`config.mk`:
```
export PLATFORM = sky130hd
export DESIGN_NAME = adc_correction
export DESIGN_NICKNAME = d
export VERILOG_FILES = /design/src/common/adc_correction_pkg.sv /design/src/logic/adc_correction.sv
export SDC_FILE = /design/constraint.sdc
export NUM_CORES = 1
export LEC_CHECK = 0
export BUFFER_PORTS_ARGS = -buffer_cell sky130_fd_sc_hd__buf_2
export CELL_PAD_IN_SITES_DETAIL_PLACEMENT = 1
export CELL_PAD_IN_SITES_GLOBAL_PLACEMENT = 2
export CORE_MARGIN = 10
export CORE_UTILIZATION = 26
export DETAILED_ROUTE_END_ITERATION = 12
export PLACE_DENSITY = 0.62
export SETUP_SLACK_MARGIN = 0.5
export SLEW_MARGIN = 0
export SYNTH_ARGS = -nofsm -noshare
export SYNTH_HDL_FRONTEND = slang
export SYNTH_SLANG_ARGS = --single-unit
```
`constraint.sdc`:
```
create_clock -name I_CLOCK -period 2.4 [get_ports I_CLOCK]
set_input_delay 0.24 -clock I_CLOCK [delete_from_list [all_inputs] [get_ports I_CLOCK]]
set_output_delay 0.24 -clock I_CLOCK [all_outputs]
set_load 0.005 [all_outputs]
```
`src/common/adc_correction_pkg.sv`:
```
package adc_correction_pkg;
	localparam int STAGE_COUNT = 8;
	localparam int WORD_BITS = 2;
	localparam int RESULT_BITS = 10;
	localparam int VECTOR_BITS = (STAGE_COUNT + 1) * WORD_BITS;
	localparam int SUM_BITS = RESULT_BITS + 1;
	localparam int ALIGN_DEPTH = STAGE_COUNT / 2;
	localparam int FIFO_WIDTH = RESULT_BITS;
	localparam int FIFO_DEPTH = 16;
	localparam int LATENCY_CYCLES = 7;
	localparam int WARMUP_CYCLES = 20;
	localparam int CLOCK_PERIOD_NS = 25;
	localparam logic [RESULT_BITS-1:0] RESULT_RESET = 10'h000;
	localparam logic [RESULT_BITS-1:0] RESULT_MAX = 10'h3ff;
	localparam logic [RESULT_BITS-1:0] MSB_FLIP = 10'h200;
	localparam logic [WORD_BITS-1:0] WORD_RESET = 2'h0;
	typedef enum logic [1:0] {
		PHASE_IDLE,
		PHASE_SAMPLE,
		PHASE_AMPLIFY
	} phase_type;
endpackage : adc_correction_pkg

```
`src/logic/adc_correction.sv`:
```
module adc_result_fifo #(
	parameter int WIDTH = 10,
	parameter int DEPTH = 16
) (
	input wire logic i_clock,
	input wire logic i_reset,
	input wire logic i_push_valid,
	output logic o_push_ready,
	input wire logic [WIDTH-1:0] i_push_data,
	output logic o_pop_valid,
	input wire logic i_pop_ready,
	output logic [WIDTH-1:0] o_pop_data
);
	localparam int AW = $clog2(DEPTH);
	logic [WIDTH-1:0] mem [DEPTH];
	logic [WIDTH-1:0] next_mem [DEPTH];
	logic [AW:0] wr_ptr;
	logic [AW:0] rd_ptr;
	logic [AW:0] next_wr_ptr;
	logic [AW:0] next_rd_ptr;
	logic full;
	logic empty;
	logic push;
	logic pop;

	// Full when the indexes meet but the wrap bits differ
	always_comb begin
		full = (wr_ptr[AW] != rd_ptr[AW]) && (wr_ptr[AW-1:0] == rd_ptr[AW-1:0]);
		empty = (wr_ptr == rd_ptr);
		o_push_ready = !full;
		o_pop_valid = !empty;
		o_pop_data = mem[rd_ptr[AW-1:0]];
		push = i_push_valid && !full;
		pop = i_pop_ready && !empty;
	end

	always_comb begin
		next_mem = mem;
		next_wr_ptr = wr_ptr;
		next_rd_ptr = rd_ptr;
		if (push) begin
			next_mem[wr_ptr[AW-1:0]] = i_push_data;
			next_wr_ptr = wr_ptr + 1'b1;
		end
		if (pop) begin
			next_rd_ptr = rd_ptr + 1'b1;
		end
	end

	// Storage left unreset; only pointers carry control meaning
	always_ff @(posedge i_clock) begin
		mem <= next_mem;
		if (i_reset) begin
			wr_ptr <= '0;
			rd_ptr <= '0;
		end else begin
			wr_ptr <= next_wr_ptr;
			rd_ptr <= next_rd_ptr;
		end
	end
endmodule : adc_result_fifo

module adc_correction
	import adc_correction_pkg::*;
#(
	parameter int FIFO_ENTRIES = FIFO_DEPTH
) (
	input wire logic I_CLOCK,
	input wire logic I_RESET,
	input wire logic [STAGE_COUNT*WORD_BITS-1:0] I_STAGE_WORDS,
	input wire logic [WORD_BITS-1:0] I_FLASH_WORD,
	input wire logic I_OUTPUT_FORMAT_SELECT,
	input wire logic I_CAPTURE_HOLD,
	output logic [RESULT_BITS-1:0] O_RESULT,
	output logic O_RESULT_VALID,
	output logic O_BUFFER_READY,
	output logic O_PHASE_ONE,
	output logic O_PHASE_TWO,
	output logic [STAGE_COUNT-1:0] O_STAGE_SAMPLE
);
	// Pin synchronisers; both pins are levels, so the two-cycle lag loses nothing
	logic fmt_meta;
	logic fmt_sync;
	logic hold_meta;
	logic hold_sync;
	logic next_fmt_meta;
	logic next_fmt_sync;
	logic next_hold_meta;
	logic next_hold_sync;

	always_comb begin
		next_fmt_meta = I_OUTPUT_FORMAT_SELECT;
		next_fmt_sync = fmt_meta;
		next_hold_meta = I_CAPTURE_HOLD;
		next_hold_sync = hold_meta;
	end

	always_ff @(posedge I_CLOCK) begin
		if (I_RESET) begin
			fmt_meta <= 1'b0;
			fmt_sync <= 1'b0;
			hold_meta <= 1'b0;
			hold_sync <= 1'b0;
		end else begin
			fmt_meta <= next_fmt_meta;
			fmt_sync <= next_fmt_sync;
			hold_meta <= next_hold_meta;
			hold_sync <= next_hold_sync;
		end
	end

	// Two-phase sampling clock; idle state keeps both phases low
	phase_type phase;
	phase_type next_phase;
	logic next_phase_one;
	logic next_phase_two;
	logic [STAGE_COUNT-1:0] next_stage_sample;

	always_comb begin
		case (phase)
			PHASE_IDLE: begin
				next_phase = PHASE_SAMPLE;
			end
			PHASE_SAMPLE: begin
				next_phase = PHASE_AMPLIFY;
			end
			PHASE_AMPLIFY: begin
				next_phase = PHASE_SAMPLE;
			end
			default: begin
				next_phase = PHASE_IDLE;
			end
		endcase
		// Decoded from the next state so both phases leave flip-flops together
		next_phase_one = (next_phase == PHASE_SAMPLE);
		next_phase_two = (next_phase == PHASE_AMPLIFY);
		// Even stages sample while odd stages amplify
		for (int m = 0; m < STAGE_COUNT; m++) begin
			next_stage_sample[m] = (m % 2 == 0) ? next_phase_one : next_phase_two;
		end
	end

	always_ff @(posedge I_CLOCK) begin
		if (I_RESET) begin
			phase <= PHASE_IDLE;
			O_PHASE_ONE <= 1'b0;
			O_PHASE_TWO <= 1'b0;
			O_STAGE_SAMPLE <= '0;
		end else begin
			phase <= next_phase;
			O_PHASE_ONE <= next_phase_one;
			O_PHASE_TWO <= next_phase_two;
			O_STAGE_SAMPLE <= next_stage_sample;
		end
	end

	// Stage m word arrives m/2 cycles after its sample, flash word after four
	logic [VECTOR_BITS-1:0] aligned;
	assign aligned[WORD_BITS-1:0] = I_FLASH_WORD;

	genvar g;
	generate
		for (g = 0; g < STAGE_COUNT; g++) begin : g_delay
			localparam int D = ALIGN_DEPTH - g / 2;
			logic [WORD_BITS-1:0] taps [D];
			logic [WORD_BITS-1:0] next_taps [D];
			always_comb begin
				next_taps[0] = I_STAGE_WORDS[g*WORD_BITS +: WORD_BITS];
				for (int k = 1; k < D; k++) begin
					next_taps[k] = taps[k-1];
				end
			end
			always_ff @(posedge I_CLOCK) begin
				for (int k = 0; k < D; k++) begin
					taps[k] <= I_RESET ? WORD_RESET : next_taps[k];
				end
			end
			// Stage 0 lands in the top word of the vector
			assign aligned[(STAGE_COUNT-g)*WORD_BITS +: WORD_BITS] = taps[D-1];
		end
	endgenerate

	// Overlapped addition: each word weighs twice the next, so the extra bit absorbs errors
	logic [SUM_BITS-1:0] sum;
	logic [RESULT_BITS-1:0] corrected;

	always_comb begin
		sum = '0;
		for (int m = 0; m <= STAGE_COUNT; m++) begin
			sum = SUM_BITS'(sum + (SUM_BITS'(aligned[(STAGE_COUNT-m)*WORD_BITS +: WORD_BITS])
				<< (STAGE_COUNT - m)));
		end
		// Saturate at full scale rather than wrap on an over-range code
		corrected = sum[SUM_BITS-1] ? RESULT_MAX : sum[RESULT_BITS-1:0];
	end

	// Fill tracker: the vector is whole once the deepest delay has filled
	logic [ALIGN_DEPTH-1:0] fill;
	logic [ALIGN_DEPTH-1:0] next_fill;

	always_comb begin
		next_fill = {fill[ALIGN_DEPTH-2:0], 1'b1};
	end

	always_ff @(posedge I_CLOCK) begin
		if (I_RESET) begin
			fill <= '0;
		end else begin
			fill <= next_fill;
		end
	end

	// Buffer between correction and the output registers
	logic push_ready;
	logic pop_valid;
	logic [RESULT_BITS-1:0] pop_data;
	logic pop_ready;

	// Hold from the capture side stalls draining; data lost only once full
	assign pop_ready = !hold_sync;

	adc_result_fifo #(
		.WIDTH(FIFO_WIDTH),
		.DEPTH(FIFO_ENTRIES)
	) u_fifo (
		.i_clock(I_CLOCK),
		.i_reset(I_RESET),
		.i_push_valid(fill[ALIGN_DEPTH-1]),
		.o_push_ready(push_ready),
		.i_push_data(corrected),
		.o_pop_valid(pop_valid),
		.i_pop_ready(pop_ready),
		.o_pop_data(pop_data)
	);

	// Double-buffered output
	logic [RESULT_BITS-1:0] stage_one;
	logic stage_one_valid;
	logic [RESULT_BITS-1:0] next_stage_one;
	logic next_stage_one_valid;
	logic [RESULT_BITS-1:0] next_result;
	logic next_result_valid;
	logic [RESULT_BITS-1:0] formatted;
	logic next_buffer_ready;

	// Format applied on leaving the buffer, so a pin change reaches only later words
	always_comb begin
		formatted = pop_data;
		if (fmt_sync) begin
			formatted = pop_data ^ MSB_FLIP;
		end
		next_buffer_ready = push_ready;
		next_stage_one = stage_one;
		next_stage_one_valid = stage_one_valid;
		next_result = O_RESULT;
		next_result_valid = O_RESULT_VALID;
		// Both output registers freeze together while held
		if (pop_ready) begin
			next_stage_one = formatted;
			next_stage_one_valid = pop_valid;
			next_result = stage_one;
			next_result_valid = stage_one_valid;
		end
	end

	always_ff @(posedge I_CLOCK) begin
		if (I_RESET) begin
			stage_one <= RESULT_RESET;
			stage_one_valid <= 1'b0;
			O_RESULT <= RESULT_RESET;
			O_RESULT_VALID <= 1'b0;
			O_BUFFER_READY <= 1'b0;
		end else begin
			stage_one <= next_stage_one;
			stage_one_valid <= next_stage_one_valid;
			O_RESULT <= next_result;
			O_RESULT_VALID <= next_result_valid;
			O_BUFFER_READY <= next_buffer_ready;
		end
	end
endmodule : adc_correction
```
# [Word level (Yosys, flattened, before mapping)]
# Memories as Yosys holds them, arrays and structs flattened.
# Index checks and enable logic that the tools add are counted.
[word_totals] regBits=213 mem_bits_rw=40 elab_cells=103 output_inout_bits=22 mem_count=8 input_bits=22
[mem_list] memory="g_delay[0].taps" depth=4 width=2 rd=4 rd_ports_with_merged_regs=0 wr=4 line_no="adc_correction.sv:165" rtl="logic [WORD_BITS-1:0] taps [D];"
[mem_list] memory="g_delay[1].taps" depth=4 width=2 rd=4 rd_ports_with_merged_regs=0 wr=4 line_no="adc_correction.sv:165"
[mem_list] memory="g_delay[2].taps" depth=3 width=2 rd=3 rd_ports_with_merged_regs=0 wr=3 line_no="adc_correction.sv:165"
[mem_list] memory="g_delay[3].taps" depth=3 width=2 rd=3 rd_ports_with_merged_regs=0 wr=3 line_no="adc_correction.sv:165"
[mem_list] memory="g_delay[4].taps" depth=2 width=2 rd=2 rd_ports_with_merged_regs=0 wr=2 line_no="adc_correction.sv:165"
[mem_list] memory="g_delay[5].taps" depth=2 width=2 rd=2 rd_ports_with_merged_regs=0 wr=2 line_no="adc_correction.sv:165"
[mem_list] memory="+2 memories"
[op_classes] n_lt_le_gt_ge=3 bitwise_logic=3 eq_ne=7 n_reduce_logical=9 n_addsub=10 muxes=30
[op_table] op="$bwmux W160" n=1
[op_table] op="$mux W10" n=5
[op_table] op="$bmux W10 S4" n=1
[op_table] op="$demux W10 S4" n=1
[op_table] op="$mux W2" n=20
[op_table] op="$add A10 B9 Y11" n=1
[op_table] op="$add A11 B2 Y11" n=1
[op_table] op="$add A11 B3 Y11" n=1
[op_table] op="$add A11 B4 Y11" n=1
[op_table] op="$add A11 B5 Y11" n=1
[op_table] op="$add A11 B6 Y11" n=1
[op_table] op="$add A11 B7 Y11" n=1
[op_table] op="$add A11 B8 Y11" n=1
[op_table] op="$add A5 B1 Y5 const B" n=2
[op_table] op="$ge A5 B5 Y1 const B" n=2
[op_table] op="$not A4 Y5" n=2
[op_table] op="$eq A5 B5 Y1" n=1
[op_table] op="$lt A5 B1 Y1 const B" n=1
[op_table] op="$eq A2 B1 Y1 const B" n=2
[op_table] op="$eq A2 B2 Y1 const B" n=2
[op_table] op="$eq A4 B4 Y1" n=1
[op_table] op="$logic_and A1 B1 Y1" n=4
[op_table] op="$pmux W2 S2" n=1
[op_table] op="$logic_not A1 Y1" n=3
[op_table] op="other kinds (5)" n=5

# [Longest topological paths before layout]
# Gate-level depths: netlist of run 1.
# An unclocked memory read counts as a cell.
[depth] depth_word=11 ltp_mapped=8 depth_no_buf=8

# [Cells and area by module]
# From an unflattened synthesis of run 1, not the netlist that was laid out.
[unflattened] hier_cells=565 hier_area_um2=9570.4
[modules_own_cells] module="adc_result_fifo" seq_area_each_um2=5004.8 cells_per_inst=319 instances=1 area_per_inst_um2=6951.7
[modules_own_cells] module="adc_correction" seq_area_each_um2=1481.4 cells_per_inst=246 instances=1 area_per_inst_um2=2618.8

# [Worst setup path before layout of run 1]
# No wires, ideal clock.
[synth_path] path_kind="register to register" from="memory g_delay[7].taps[0][1]" to="register u_fifo.mem[108] (netlist name) (data pin)" arrival_ns=2.034 setup_time_ns=0.297 period_less_slack_ns=2.331 required_ns=2.103 n_path_buf=0 path_slack_ns=0.069 path_stages_with_launch=7 cell_sequence="dfxtp_1 -> ha_1 -> a211oi_1 -> o21ai_1 -> a31oi_2 -> xnor2_1 -> a2bb2oi_1"
[synth_via] elab_chain_cells=5
[synth_rtl] element="from (decl)" line_no="adc_correction.sv:165"
[synth_rtl] element="$mem_v2 Z1 W2"
[synth_rtl] element="$add A11 B3 Y11" line_no="adc_correction.sv:190" rtl="sum = SUM_BITS'(sum + (SUM_BITS'(aligned[(STAGE_COUNT-m)*WORD_BITS +: WORD_BITS])"
[synth_rtl] element="$add A11 B2 Y11" line_no="adc_correction.sv:190"
[synth_rtl] element="$mux W10" line_no="adc_correction.sv:194" rtl="corrected = sum[SUM_BITS-1] ? RESULT_MAX : sum[RESULT_BITS-1:0];"
[synth_rtl] element="named net corrected[8]" line_no="adc_correction.sv:185" rtl="logic [RESULT_BITS-1:0] corrected;"
[synth_rtl] element="$bwmux W160" line_no="adc_correction.sv:42" rtl="next_mem[wr_ptr[AW-1:0]] = i_push_data;"
[synth_rtl] element="to (signal assigned)" line_no="adc_correction.sv:52" rtl="mem <= next_mem;"
[synth_rtl] element="to (decl)" line_no="adc_correction.sv:15" rtl="logic [WIDTH-1:0] mem [DEPTH];"
# The timed path passes the listed nets, and every way through them passes these cells.
# A chain may end at the register's enable or synchronous reset.

# [Worst setup path in the final report of run 1]
[layout_path] from="memory g_delay[7].taps[0][0]" to="register u_fifo.mem[39] (netlist name) (data pin)"
# The elaborated chain is that of the path after synthesis.

==> results of run 1 <==
## layout make-up
cell class              instances  area, sq um  area share
well taps                     461        576.8     0.04588
multi-input cells             295         3347      0.2662
clock inverters                14        115.1    0.009155
inverters                       8        30.03    0.002388
clock buffers                  35        729.5     0.05802
repair buffers                129         1275      0.1014
flip-flops and latches        244         6500      0.5170
## sequential cells by signal (all words and copies together) (netlist names), 2 cells and up
name,count
O_STAGE_SAMPLE,2
u_fifo.rd_ptr,5
O_RESULT,10
u_fifo.mem,160
stage_one,10
fill,4
u_fifo.wr_ptr,5
g_delay.taps,40
## timing repair
| action | CTS | global route |
|---|---|---|
| buffers inserted | 20 | 13 |
| hold endpoints to repair | 19 | 0 |
| cloned | 10 | 19 |
| pin swaps | 22 | 13 |
| setup endpoints to repair | 319 | 332 |
| hold buffers | 19 | 0 |
| gates resized for setup | 57 | 49 |
## power by group through the flow
stage / registers, mW / logic, mW / clock network, mW
finish: 4.67 / 1.72 / 3.88
detailed placement: 4.75 / 1.16 / 0
global route: 4.68 / 1.86 / 4.17
global placement: 4.74 / 1.13 / 0
CTS: 4.67 / 1.59 / 3.98
floorplan: 4.72 / 0.987 / 0
## layout by cell type (no fill, tap or decap), drive strengths merged, types with 3 or more instances in the layout
master,n
a21oi,7
nor2,29
xnor2,9
nand2b,7
a22o,9
dfxtp,84
xor2,7
dlygate4sd3,19
clkinv,13
mux4,40
nor3,3
edfxtp,160
nand2,19
o21ai,11
inv,8
o22ai,9
a211oi,6
clkbuf,39
ha,13
mux2i,16
nor2b,53
and3,24
a221oi,9
buf,106
## path summary, 6_finish.rpt
kind	from	end	slack [ns]	cells past startpoint
worst min-delay path	I_FLASH_WORD[0]	u_fifo.mem[50]$_DFFE_PP_	0.14	2
worst max-delay path	g_delay[7].taps[0][0]$_SDFF_PP0_	u_fifo.mem[39]$_DFFE_PP_	0.23	9
worst min register to register	phase[0]$_SDFF_PP0_	O_STAGE_SAMPLE[6]$_SDFF_PP0_	0.43	1
worst max register to register	g_delay[7].taps[0][0]$_SDFF_PP0_	u_fifo.mem[39]$_DFFE_PP_	0.23	9
## synth_stat cells, types with 2 or more instances
library cell  number
nand2_1           16
a21oi_1            7
dfxtp_1           84
nand4_1            2
buf_6              3
a211oi_1           6
mux2i_1           16
edfxtp_1         160
buf_2              5
o22ai_1            9
nor2_1            29
o21a_1             2
nor2b_1           53
mux4_2            26
and3_1            14
buf_4             12
o21ai_0            2
nor3_1             3
a221oi_2           9
inv_1              8
mux2_1             2
nand3_1            2
buf_12             2
o21ai_1            6
and2_1             2
ha_1              13
nand2b_1           5
buf_1              3
clkbuf_1          11
mux4_1            14
xnor2_1            9
a22o_1             9
xor2_1             7
## logic make-up (layout without fill, tap and decap cells)
| family | count (synthesis) | count (layout) | synth area share |
|---|---|---|---|
| flip-flops | 244 | 244 | 0.6876 |
| AND/OR/NAND/NOR | 130 | 145 | 0.07534 |
| AO/OA/AOI/OAI | 58 | 62 | 0.05226 |
| multiplexers | 58 | 58 | 0.1204 |
| buffers and inverters | 46 | 186 | 0.03011 |
| XOR/XNOR | 16 | 16 | 0.01486 |
| adder cells (fa/ha/maj) | 14 | 14 | 0.01937 |
## through the flow
step | cell area (sq um) | hold WS (ns)
finish | 12570 | 0.1408
global route | 12570 | 0.1319
CTS | 12030 | 0.1350
detailed placement | 10330 | 0.4255
global placement | 10330 | 0.4179
floorplan | 9589 | 0.3680
## layer usage
layer  share of wire  up-vias
li1                -     2467
met3           0.066       38
met4           0.028        0
met1            0.40     2680
met2            0.51      153
met5               0        -
## worst reg2reg max path, cell delays in order (launching register included)
cell,delay [ns]
dfxtp_2,0.34
ha_4,0.14
inv_2,0.04
fa_2,0.34
nand2b_4,0.16
a21oi_4,0.14
o31a_1,0.19
nand4_1,0.11
buf_4,0.19
a31o_4,0.27
==> reports/results.ini, run 1 <==
[logic_synthesis]
synth_edf_count = 160
yosys-top-cells-area = edfxtp_1, dfxtp_1, mux4_2
synthFlopType = edfxtp_1
async_reset_ff_frac = 0
ys_ff_latch = 244
synth_cell_types = 48
synth_top_area_frac = 0.5094
syn_area_sq_um = 9433
netlist_instances = 566
yosysSeqAreaShare = 0.6876
ys_warn_count = 0
syn_area_per_cell_sq_um = 16.67
syn_nets = 602
netlist.top_cell.by_area = edfxtp_1

[final_layout]
drive_above_1_share = 0.3710
area_growth_syn_to_layout_pct = 33.29
instances_no_fill = 1186
fin_util = 0.3526
fillers = 3604
fin_nets = 741
diodes = 0

[drt]
first_pass_iters = 4
drtIter0Drc = 306
viasPerCell = 4.501
avgRoutedWirePerCell_um = 20.71
route.detailed.drc = 0
wirelength_mm = 24.56
vias = 5338
ant_nets = 0

[power]
p_switching_mw = 2.433
p_leak_nw = 4.474
p_int_mw = 7.840
p_clk_frac = 0.377
power_mw = 10.27
p_sw_frac = 0.2368
ir_drop_uv = 482.4
p_seq_frac = 0.455
power_frac_comb = 0.168
power_density_nw_per_um2 = 817.0

[global_route]
met3_usage = 0.01884
grt_max_degree = 41
gr-usage-met2 = 0.1818
grt_util_met1 = 0.1160
grt_most_used_layer = met2
grt_pass1_wl_mm = 33.51
grt_pass1_vias = 5568
grt_use_total = 0.09856
overflow = 0
grt_antenna_before_repair = 0

[placement]
place.gp.congestion = 0.6715
place_hpwl_mm = 12.91
place.port_buffers = 43
preCtsSetupSlack_ns = 0.05775
place_inst = 1056

[timing]
rsz0062_at_grt = true
slew_headroom = 0.5376
clock.fmax_mhz = 460.6
finalCritPeriodShare = 0.9046
final.setup.worst_slack_ns = 0.2291
final.min_clock_period_ns = 2.171
timing.final.max_slew_violations = 0
finalHoldViolCount = 0
finalSetupTns_ns = 0
skew_ns = 0.01304
tightestPinTransition_ns = 0.6922
setup_violations = 0

[clock_network]
clockBufferDepth = 3
cts_made_buffers = 27
cts.reportedPaths.clkPinSlew_ns = 0.06
cts_max_level = 1
clockRootBuffer = clkbuf_16
insertion_delay_ns = 0.52
cts.sinks = 244
cts_tree = yes

[floorplanning]
core_area_sq_um = 35660
pin_count = 44
start_util = 0.2646
dieHeight_um = 210.5
die_w_um = 210.5
design.die.area_sq_um = 44300
fp-row-count = 69

[worst_setup_path]
critPathMaxFanout = 8
cp_cell_sequence = ha_4 > inv_2 > fa_2 > nand2b_4 > a21oi_4 > o31a_1 > nand4_1 > buf_4 > a31o_4
cp_slowest_cell = dfxtp_2
critical_path_buf_inv_count = 2
start_kind = flip-flop
critPathMaxStageDelay_ns = 0.34
arrival_ns = 2.43
worstPathRequired_ns = 2.66
cp_top_family = compound AO/OA/AOI/OAI gates
worstSetupPathType = flip-flop to flip-flop
end_kind = flip-flop

[min_path]
min_path_type = input port to flip-flop

[status]
status = complete, no violations

[run]
maxCapViolCount = 0

No activity file was read; power rests on OpenSTA's default activity.
==> inputs of run 2 (changes only) <==
--- a/config.mk
+++ b/config.mk
@@ -11,7 +11,8 @@
 export CORE_MARGIN = 10
 export CORE_UTILIZATION = 26
 export DETAILED_ROUTE_END_ITERATION = 12
-export PLACE_DENSITY = 0.62
+export HOLD_SLACK_MARGIN = 0.15
+export PLACE_DENSITY = 0.61
 export SETUP_SLACK_MARGIN = 0.5
 export SLEW_MARGIN = 0
 export SYNTH_ARGS = -nofsm -noshare
==> constraint.sdc (replaced) <==
create_clock -name I_CLOCK -period 2 [get_ports I_CLOCK]
set_input_delay 0.2 -clock I_CLOCK [delete_from_list [all_inputs] [get_ports I_CLOCK]]
set_output_delay 0.2 -clock I_CLOCK [all_outputs]
set_load 0.005 [all_outputs]
==> run 2 against run 1 <==
Net effect:
- the run now ends with negative setup slack left
- clock-buffer cell count shrank 4
- clock skew shrank 0.0065 ns
- combinational power grew 26%
- first-iteration DRC count grew 9.5%
- flip-flop and latch count is the same
- sequential share of layout area shrank 0.57 points
- register-to-register slack lost 0.42 ns
- critical path depth shrank 1
- non-clock buffer count grew 9
- critical endpoint is now u_fifo.mem[129]$_DFFE_PP_
==> reports/results.ini, run 2 (synthesis results as in run 1) <==
[status]
status = finished, violations left
violations = negative setup slack

[clock_network]
clockBufferDepth = 3  ; unchanged
cts.sinks = 244  ; unchanged
clockRootBuffer = clkbuf_16
cts_made_buffers = 26  ; -3.7%
cts.reportedPaths.clkPinSlew_ns = 0.06  ; about the same
cts_max_level = 1  ; unchanged
cts_tree = yes
insertion_delay_ns = 0.53  ; about the same

[timing]
timing.final.max_slew_violations = 0  ; unchanged
final.setup.worst_slack_ns = -0.1910  ; -0.4201 ns
skew_ns = 0.006520  ; -0.006517 ns
finalCritPeriodShare = 1.095  ; +0.1909
final.min_clock_period_ns = 2.191  ; +0.02006 ns
clock.fmax_mhz = 456.4  ; -0.92%
rsz0062_at_grt = true
slew_headroom = 0.4447  ; -0.09286
timing.hold.ws_ns = 0.2034  ; +0.06259 ns
setup_violations = 160  ; +160
finalHoldViolCount = 0  ; unchanged
tightestPinTransition_ns = 0.8301  ; +0.1379 ns

[power]
power_density_nw_per_um2 = 972.2  ; +19%
power_mw = 12.37  ; +20%
ir_drop_uv = 641.7  ; +33%
p_leak_nw = 4.467  ; -0.14%

[global_route]
grt_max_degree = 42  ; +2.4%
overflow = 0  ; unchanged
grt_antenna_before_repair = 0  ; unchanged
grt_pass1_vias = 5670  ; +1.8%
grt_use_total = 0.09913  ; +0.0005712
grt_pass1_wl_mm = 33.98  ; +1.4%

[worst_setup_path]
cp_cell_sequence = ha_4 > inv_2 > fa_2 > nand2b_4 > a21oi_4 > o31a_1 > or3_4 > a31o_4
cp_slowest_cell = or3_4
end_kind = flip-flop
start_kind = flip-flop
critPathMaxStageDelay_ns = 0.38  ; +0.04 ns
reg2reg_slack_ns = -0.19  ; -0.42 ns
critPathMaxFanout = 8  ; unchanged
worstSetupPathType = flip-flop to flip-flop
critical_path_buf_inv_count = 1  ; -1
worstPathRequired_ns = 2.26  ; -0.40 ns
arrival_ns = 2.45  ; +0.02 ns
cp_top_family = compound AO/OA/AOI/OAI gates

[drt]
wirelength_mm = 23.28  ; -5.2%
drtIter0Drc = 335  ; +9.5%
met3_length_mm = 1.304  ; -20%
vias = 5365  ; +0.51%
wl_met1_mm = 9.553  ; -2.1%
viasPerCell = 4.497  ; about the same
wl_met2_mm = 11.96  ; -4.3%
avgRoutedWirePerCell_um = 19.51  ; -5.8%
ant_nets = 0  ; unchanged
top_layer_used = met4
route.detailed.drc = 0  ; unchanged
first_pass_iters = 4  ; unchanged

[placement]
place_inst = 1070  ; +1.3%
place.gp.congestion = 0.7079  ; +5.4%
place_hpwl_mm = 13.17  ; +2.0%
place.port_buffers = 43  ; unchanged

[floorplanning]
pin_count = 44  ; unchanged
die_w_um = 210.5  ; unchanged
core_area_sq_um = 35660  ; unchanged
dieHeight_um = 210.5  ; unchanged
fp-row-count = 69  ; unchanged
design.die.area_sq_um = 44300  ; unchanged
start_util = 0.2646  ; unchanged

[final_layout]
fillers = 3618  ; +0.39%
fin_nets = 749  ; +1.1%
final_cell_mix = edfxtp_1, dfxtp_1, nor2b_1
area_growth_syn_to_layout_pct = 34.94
reg_top3 = u_fifo.mem x160, g_delay.taps x40
drive_above_1_share = 0.4098  ; +0.03880
instances_no_fill = 1193  ; +0.59%
diodes = 0  ; unchanged
final_common_cell = edfxtp_1
largest-register = u_fifo.mem
largest_reg_flops = 160  ; unchanged

[run]
maxCapViolCount = 0  ; unchanged

[min_path]
min_path_type = input port to flip-flop

==> run 2: changes by cell type in the layout (fill, tap and decap cells not counted), sizes merged, moves of 3 or more <==
cell | previous run | this run
and3 | 24 | 28
buf | 106 | 114
clkbuf | 39 | 32
clkinv | 13 | 9
clkinvlp | 0 | 5
dlygate4sd3 | 19 | 22
==> run 2: layout make-up <==
type	count	area, sq um	share of cell area
clock inverter	16	145.1	0.01140
timing repair buffer	138	1416	0.1113
tap	461	576.8	0.04532
multi-input combinational	295	3362	0.2641
sequential	244	6507	0.5113
clock buffer	31	690.7	0.05426
inverter	8	30.03	0.002359
==> run 2: timing repair <==
item / CTS / global route
buffers inserted: 21 / 4
pin swaps: 12 / 8
endpoints found under the setup margin: 341 / 342
cloned: 22 / 7
resized for setup: 70 / 28
hold buffers: 22 / 0
hold endpoints to repair: 43 / 0
==> run 2: metrics by stage <==
step | area [sq um] | utilization | setup slack, ns | setup TNS (ns)
after floorplan | 9757 | - | -0.06731 | -5.043
after global placement | 10620 | 0.2978 | -0.1678 | -3.285
after detailed placement | 10620 | 0.2978 | -0.2103 | -6.833
after CTS | 12480 | 0.3499 | -0.1725 | -13.44
after global routing | 12730 | 0.3570 | -0.2694 | -25.61
final | 12730 | 0.3570 | -0.1910 | -15.93
==> run 2: report_power, final <==
group / internal [mW] / switching [mW] / total, mW
logic: 1.23 / 0.926 / 2.16
registers: 5.51 / 0.0700 / 5.58
clock network: 2.72 / 1.91 / 4.64
==> run 2: layer usage <==
| layer | vias up | global-route usage |
|---|---|---|
| met5 | - | 0 |
| met3 | 35 | 0.01721 |
| met1 | 2737 | 0.1161 |
| li1 | 2471 | - |
| met2 | 122 | 0.1831 |
| met4 | 0 | 0.02473 |
==> run 2: worst min-delay path: stages <==
cell and delay (ns):
buf_2 0.11, ha_4 0.14, nand2b_4 0.16
==> run 2: final timing paths <==
path / cells past startpoint / start / to
setup / recovery: 8 / g_delay[7].taps[0][0]$_SDFF_PP0_ / u_fifo.mem[129]$_DFFE_PP_
hold / removal: 3 / I_FLASH_WORD[1] / u_fifo.mem[121]$_DFFE_PP_
setup reg to reg: 8 / g_delay[7].taps[0][0]$_SDFF_PP0_ / u_fifo.mem[129]$_DFFE_PP_
hold reg to reg: 1 / g_delay[0].taps[2][0]$_SDFF_PP0_ / g_delay[0].taps[3][0]$_SDFF_PP0_
==> inputs of run 3 (changes only) <==
--- a/config.mk
+++ b/config.mk
@@ -10,9 +10,10 @@
 export CELL_PAD_IN_SITES_GLOBAL_PLACEMENT = 2
 export CORE_MARGIN = 10
 export CORE_UTILIZATION = 26
+export CTS_CLUSTER_SIZE = 20
 export DETAILED_ROUTE_END_ITERATION = 12
 export HOLD_SLACK_MARGIN = 0.15
-export PLACE_DENSITY = 0.61
+export PLACE_DENSITY_LB_ADDON = 0.1
 export SETUP_SLACK_MARGIN = 0.5
 export SLEW_MARGIN = 0
 export SYNTH_ARGS = -nofsm -noshare
==> run 3 against run 2 <==
Net effect:
- the run still ends with negative setup slack left
- power increased by 3.7%
- flip-flop and latch count unchanged
- global-route usage increased by 1.3 points
- design area decreased by 1.3%
==> reports/results.ini, run 3 (synthesis results as in run 1) <==
[status]
status = finished, violations left
violations = negative setup slack

[final_layout]
instances_no_fill = 1190  ; -0.25%
fin_nets = 743  ; -0.80%
area.sequential_sq_um = 6504  ; about the same
drive_above_1_share = 0.3909  ; -0.01889
final_common_cell = edfxtp_1
final_cell_mix = edfxtp_1, dfxtp_1, nor2b_1
largest_reg_flops = 160  ; unchanged
diodes = 0  ; unchanged
multi_input_area_sq_um = 3172  ; -5.7%
area_growth_syn_to_layout_pct = 33.21
largest-register = u_fifo.mem
reg_top3 = u_fifo.mem x160, g_delay.taps x40
fillers = 3600  ; -0.50%

[worst_setup_path]
start_kind = flip-flop
end_kind = flip-flop
reg2reg_slack_ns = -0.15  ; +0.04 ns
worstSetupPathType = flip-flop to flip-flop
r2r-start = g_delay[7].taps[0][0]$_SDFF_PP0_
worstPathRequired_ns = 2.27  ; about the same
arrival_ns = 2.42  ; -0.03 ns
endpoint = u_fifo.mem[159]$_DFFE_PP_
reg2reg_to = u_fifo.mem[159]$_DFFE_PP_
critPathLaunch = g_delay[7].taps[0][0]$_SDFF_PP0_
reg2regPathDepth = 8  ; unchanged
critPathMaxFanout = 8  ; unchanged

[drt]
drtIter0Drc = 196  ; -41%
route.detailed.drc = 0  ; unchanged
avgRoutedWirePerCell_um = 20.95  ; +7.4%
wirelength_mm = 24.93  ; +7.1%
viasPerCell = 4.435  ; -1.4%
vias = 5278  ; -1.6%
ant_nets = 0  ; unchanged
first_pass_iters = 4  ; unchanged

[clock_network]
cts.reportedPaths.clkPinSlew_ns = 0.06  ; about the same
cts_max_level = 1  ; unchanged
cts.sinks = 244  ; unchanged
cts_tree = yes
cts_made_buffers = 28  ; +7.7%
clockBufferDepth = 3  ; unchanged
clockRootBuffer = clkbuf_16
insertion_delay_ns = 0.53  ; about the same

[timing]
timing.final.max_slew_violations = 0  ; unchanged
setup_violations = 144  ; -10%
slew_headroom = 0.6427  ; +0.1980
final.min_clock_period_ns = 2.150  ; -0.04097 ns
clock.fmax_mhz = 465.1  ; +1.9%
finalHoldViolCount = 0  ; unchanged
finalCritPeriodShare = 1.075  ; -0.02048
tightestPinTransition_ns = 0.5349  ; -0.2952 ns
final.setup.worst_slack_ns = -0.1500  ; +0.04097 ns
rsz0062_at_grt = true
skew_ns = 0.01120  ; +0.004684 ns

[placement]
place_inst = 1073  ; +0.28%
place.port_buffers = 43  ; unchanged
place_hpwl_mm = 14.06  ; +6.8%
place.gp.congestion = 0.6945  ; -1.9%

[floorplanning]
design.die.area_sq_um = 44300  ; unchanged
die_w_um = 210.5  ; unchanged
dieHeight_um = 210.5  ; unchanged
fp-row-count = 69  ; unchanged
start_util = 0.2646  ; unchanged
core_area_sq_um = 35660  ; unchanged
pin_count = 44  ; unchanged

[power]
ir_drop_uv = 784.1  ; +22%
power_density_nw_per_um2 = 1021  ; +5.0%
power_mw = 12.83  ; +3.7%
p_leak_nw = 4.430  ; -0.85%

[global_route]
grt_max_degree = 42  ; unchanged
overflow = 0  ; unchanged
grt_pass1_wl_mm = 37.45  ; +10%
grt_antenna_before_repair = 0  ; unchanged
grt_pass1_vias = 5884  ; +3.8%
grt_use_total = 0.1118  ; +0.01271

[min_path]
min_path_type = input port to flip-flop

[run]
maxCapViolCount = 0  ; unchanged

==> run 3: repair_timing <==
action                                  4_1_cts  5_1_grt
gates cloned                                 15        0
resized for setup                            51       17
hold buffers                                 22        0
endpoints found under the hold margin        41        0
endpoints found under the setup margin      340      341
pin swaps                                    14        8
buffers inserted                             21        7
==> run 3: worst min path at each step <==
stage | cells after the start | end | from | slack [ns]
floorplan | 1 | g_delay[6].taps[0][0]$_SDFF_PP0_ | I_STAGE_WORDS[12] | 0.33
global placement | 2 | g_delay[7].taps[0][0]$_SDFF_PP0_ | I_STAGE_WORDS[14] | 0.41
detailed placement | 2 | g_delay[5].taps[0][1]$_SDFF_PP0_ | I_STAGE_WORDS[11] | 0.41
CTS | 3 | u_fifo.mem[141]$_DFFE_PP_ | I_FLASH_WORD[1] | 0.25
global route | 3 | u_fifo.mem[131]$_DFFE_PP_ | I_FLASH_WORD[1] | 0.28
finish | 3 | u_fifo.mem[131]$_DFFE_PP_ | I_FLASH_WORD[1] | 0.28
==> run 3: cell type report <==
class / count / area share
clock buffer: 40 / 0.06542
clock inverter: 12 / 0.006970
inverter: 8 / 0.002390
multi-input combinational: 285 / 0.2524
sequential: 244 / 0.5176
tap: 461 / 0.04590
timing repair buffer: 140 / 0.1093
==> run 3: where the power goes <==
| part | switching [mW] | total, mW | leakage (nW) | internal (mW) |
|---|---|---|---|---|
| Combinational | 0.976 | 2.29 | 1.82 | 1.31 |
| Clock | 1.99 | 4.97 | 0.455 | 2.98 |
| Sequential | 0.0694 | 5.58 | 2.15 | 5.51 |
| Total | 3.03 | 12.8 | 4.43 | 9.80 |
==> run 3: worst max-delay path, stage by stage, from the launching register on <==
cell and delay [ns]:
dfxtp_2 0.34, ha_4 0.14, inv_2 0.04, fa_2 0.34, nand2b_4 0.17, a21oi_4 0.15
o31a_1 0.19, nand4_1 0.21, a31o_4 0.32
==> run 3: routing by layer <==
layer,track usage,vias up,share of wire
li1,-,2440,-
met1,0.1353,2715,0.42
met2,0.2011,93,0.51
met3,0.02211,30,0.050
met4,0.02398,0,0.018
met5,0,-,0
==> run 3: through the flow <==
stage	TNS, ns	hold WS (ns)	utilization	instance area [sq um]	worst slack (ns)
after floorplan	-5.043	0.3280	-	9757	-0.06731
after global placement	-11.93	0.4103	0.2988	10650	-0.1682
after detailed placement	-19.40	0.4145	0.2988	10650	-0.2594
after CTS	-16.55	0.2534	0.3488	12440	-0.1682
after global routing	-29.14	0.2787	0.3524	12570	-0.2458
final	-12.61	0.2795	0.3524	12570	-0.1500
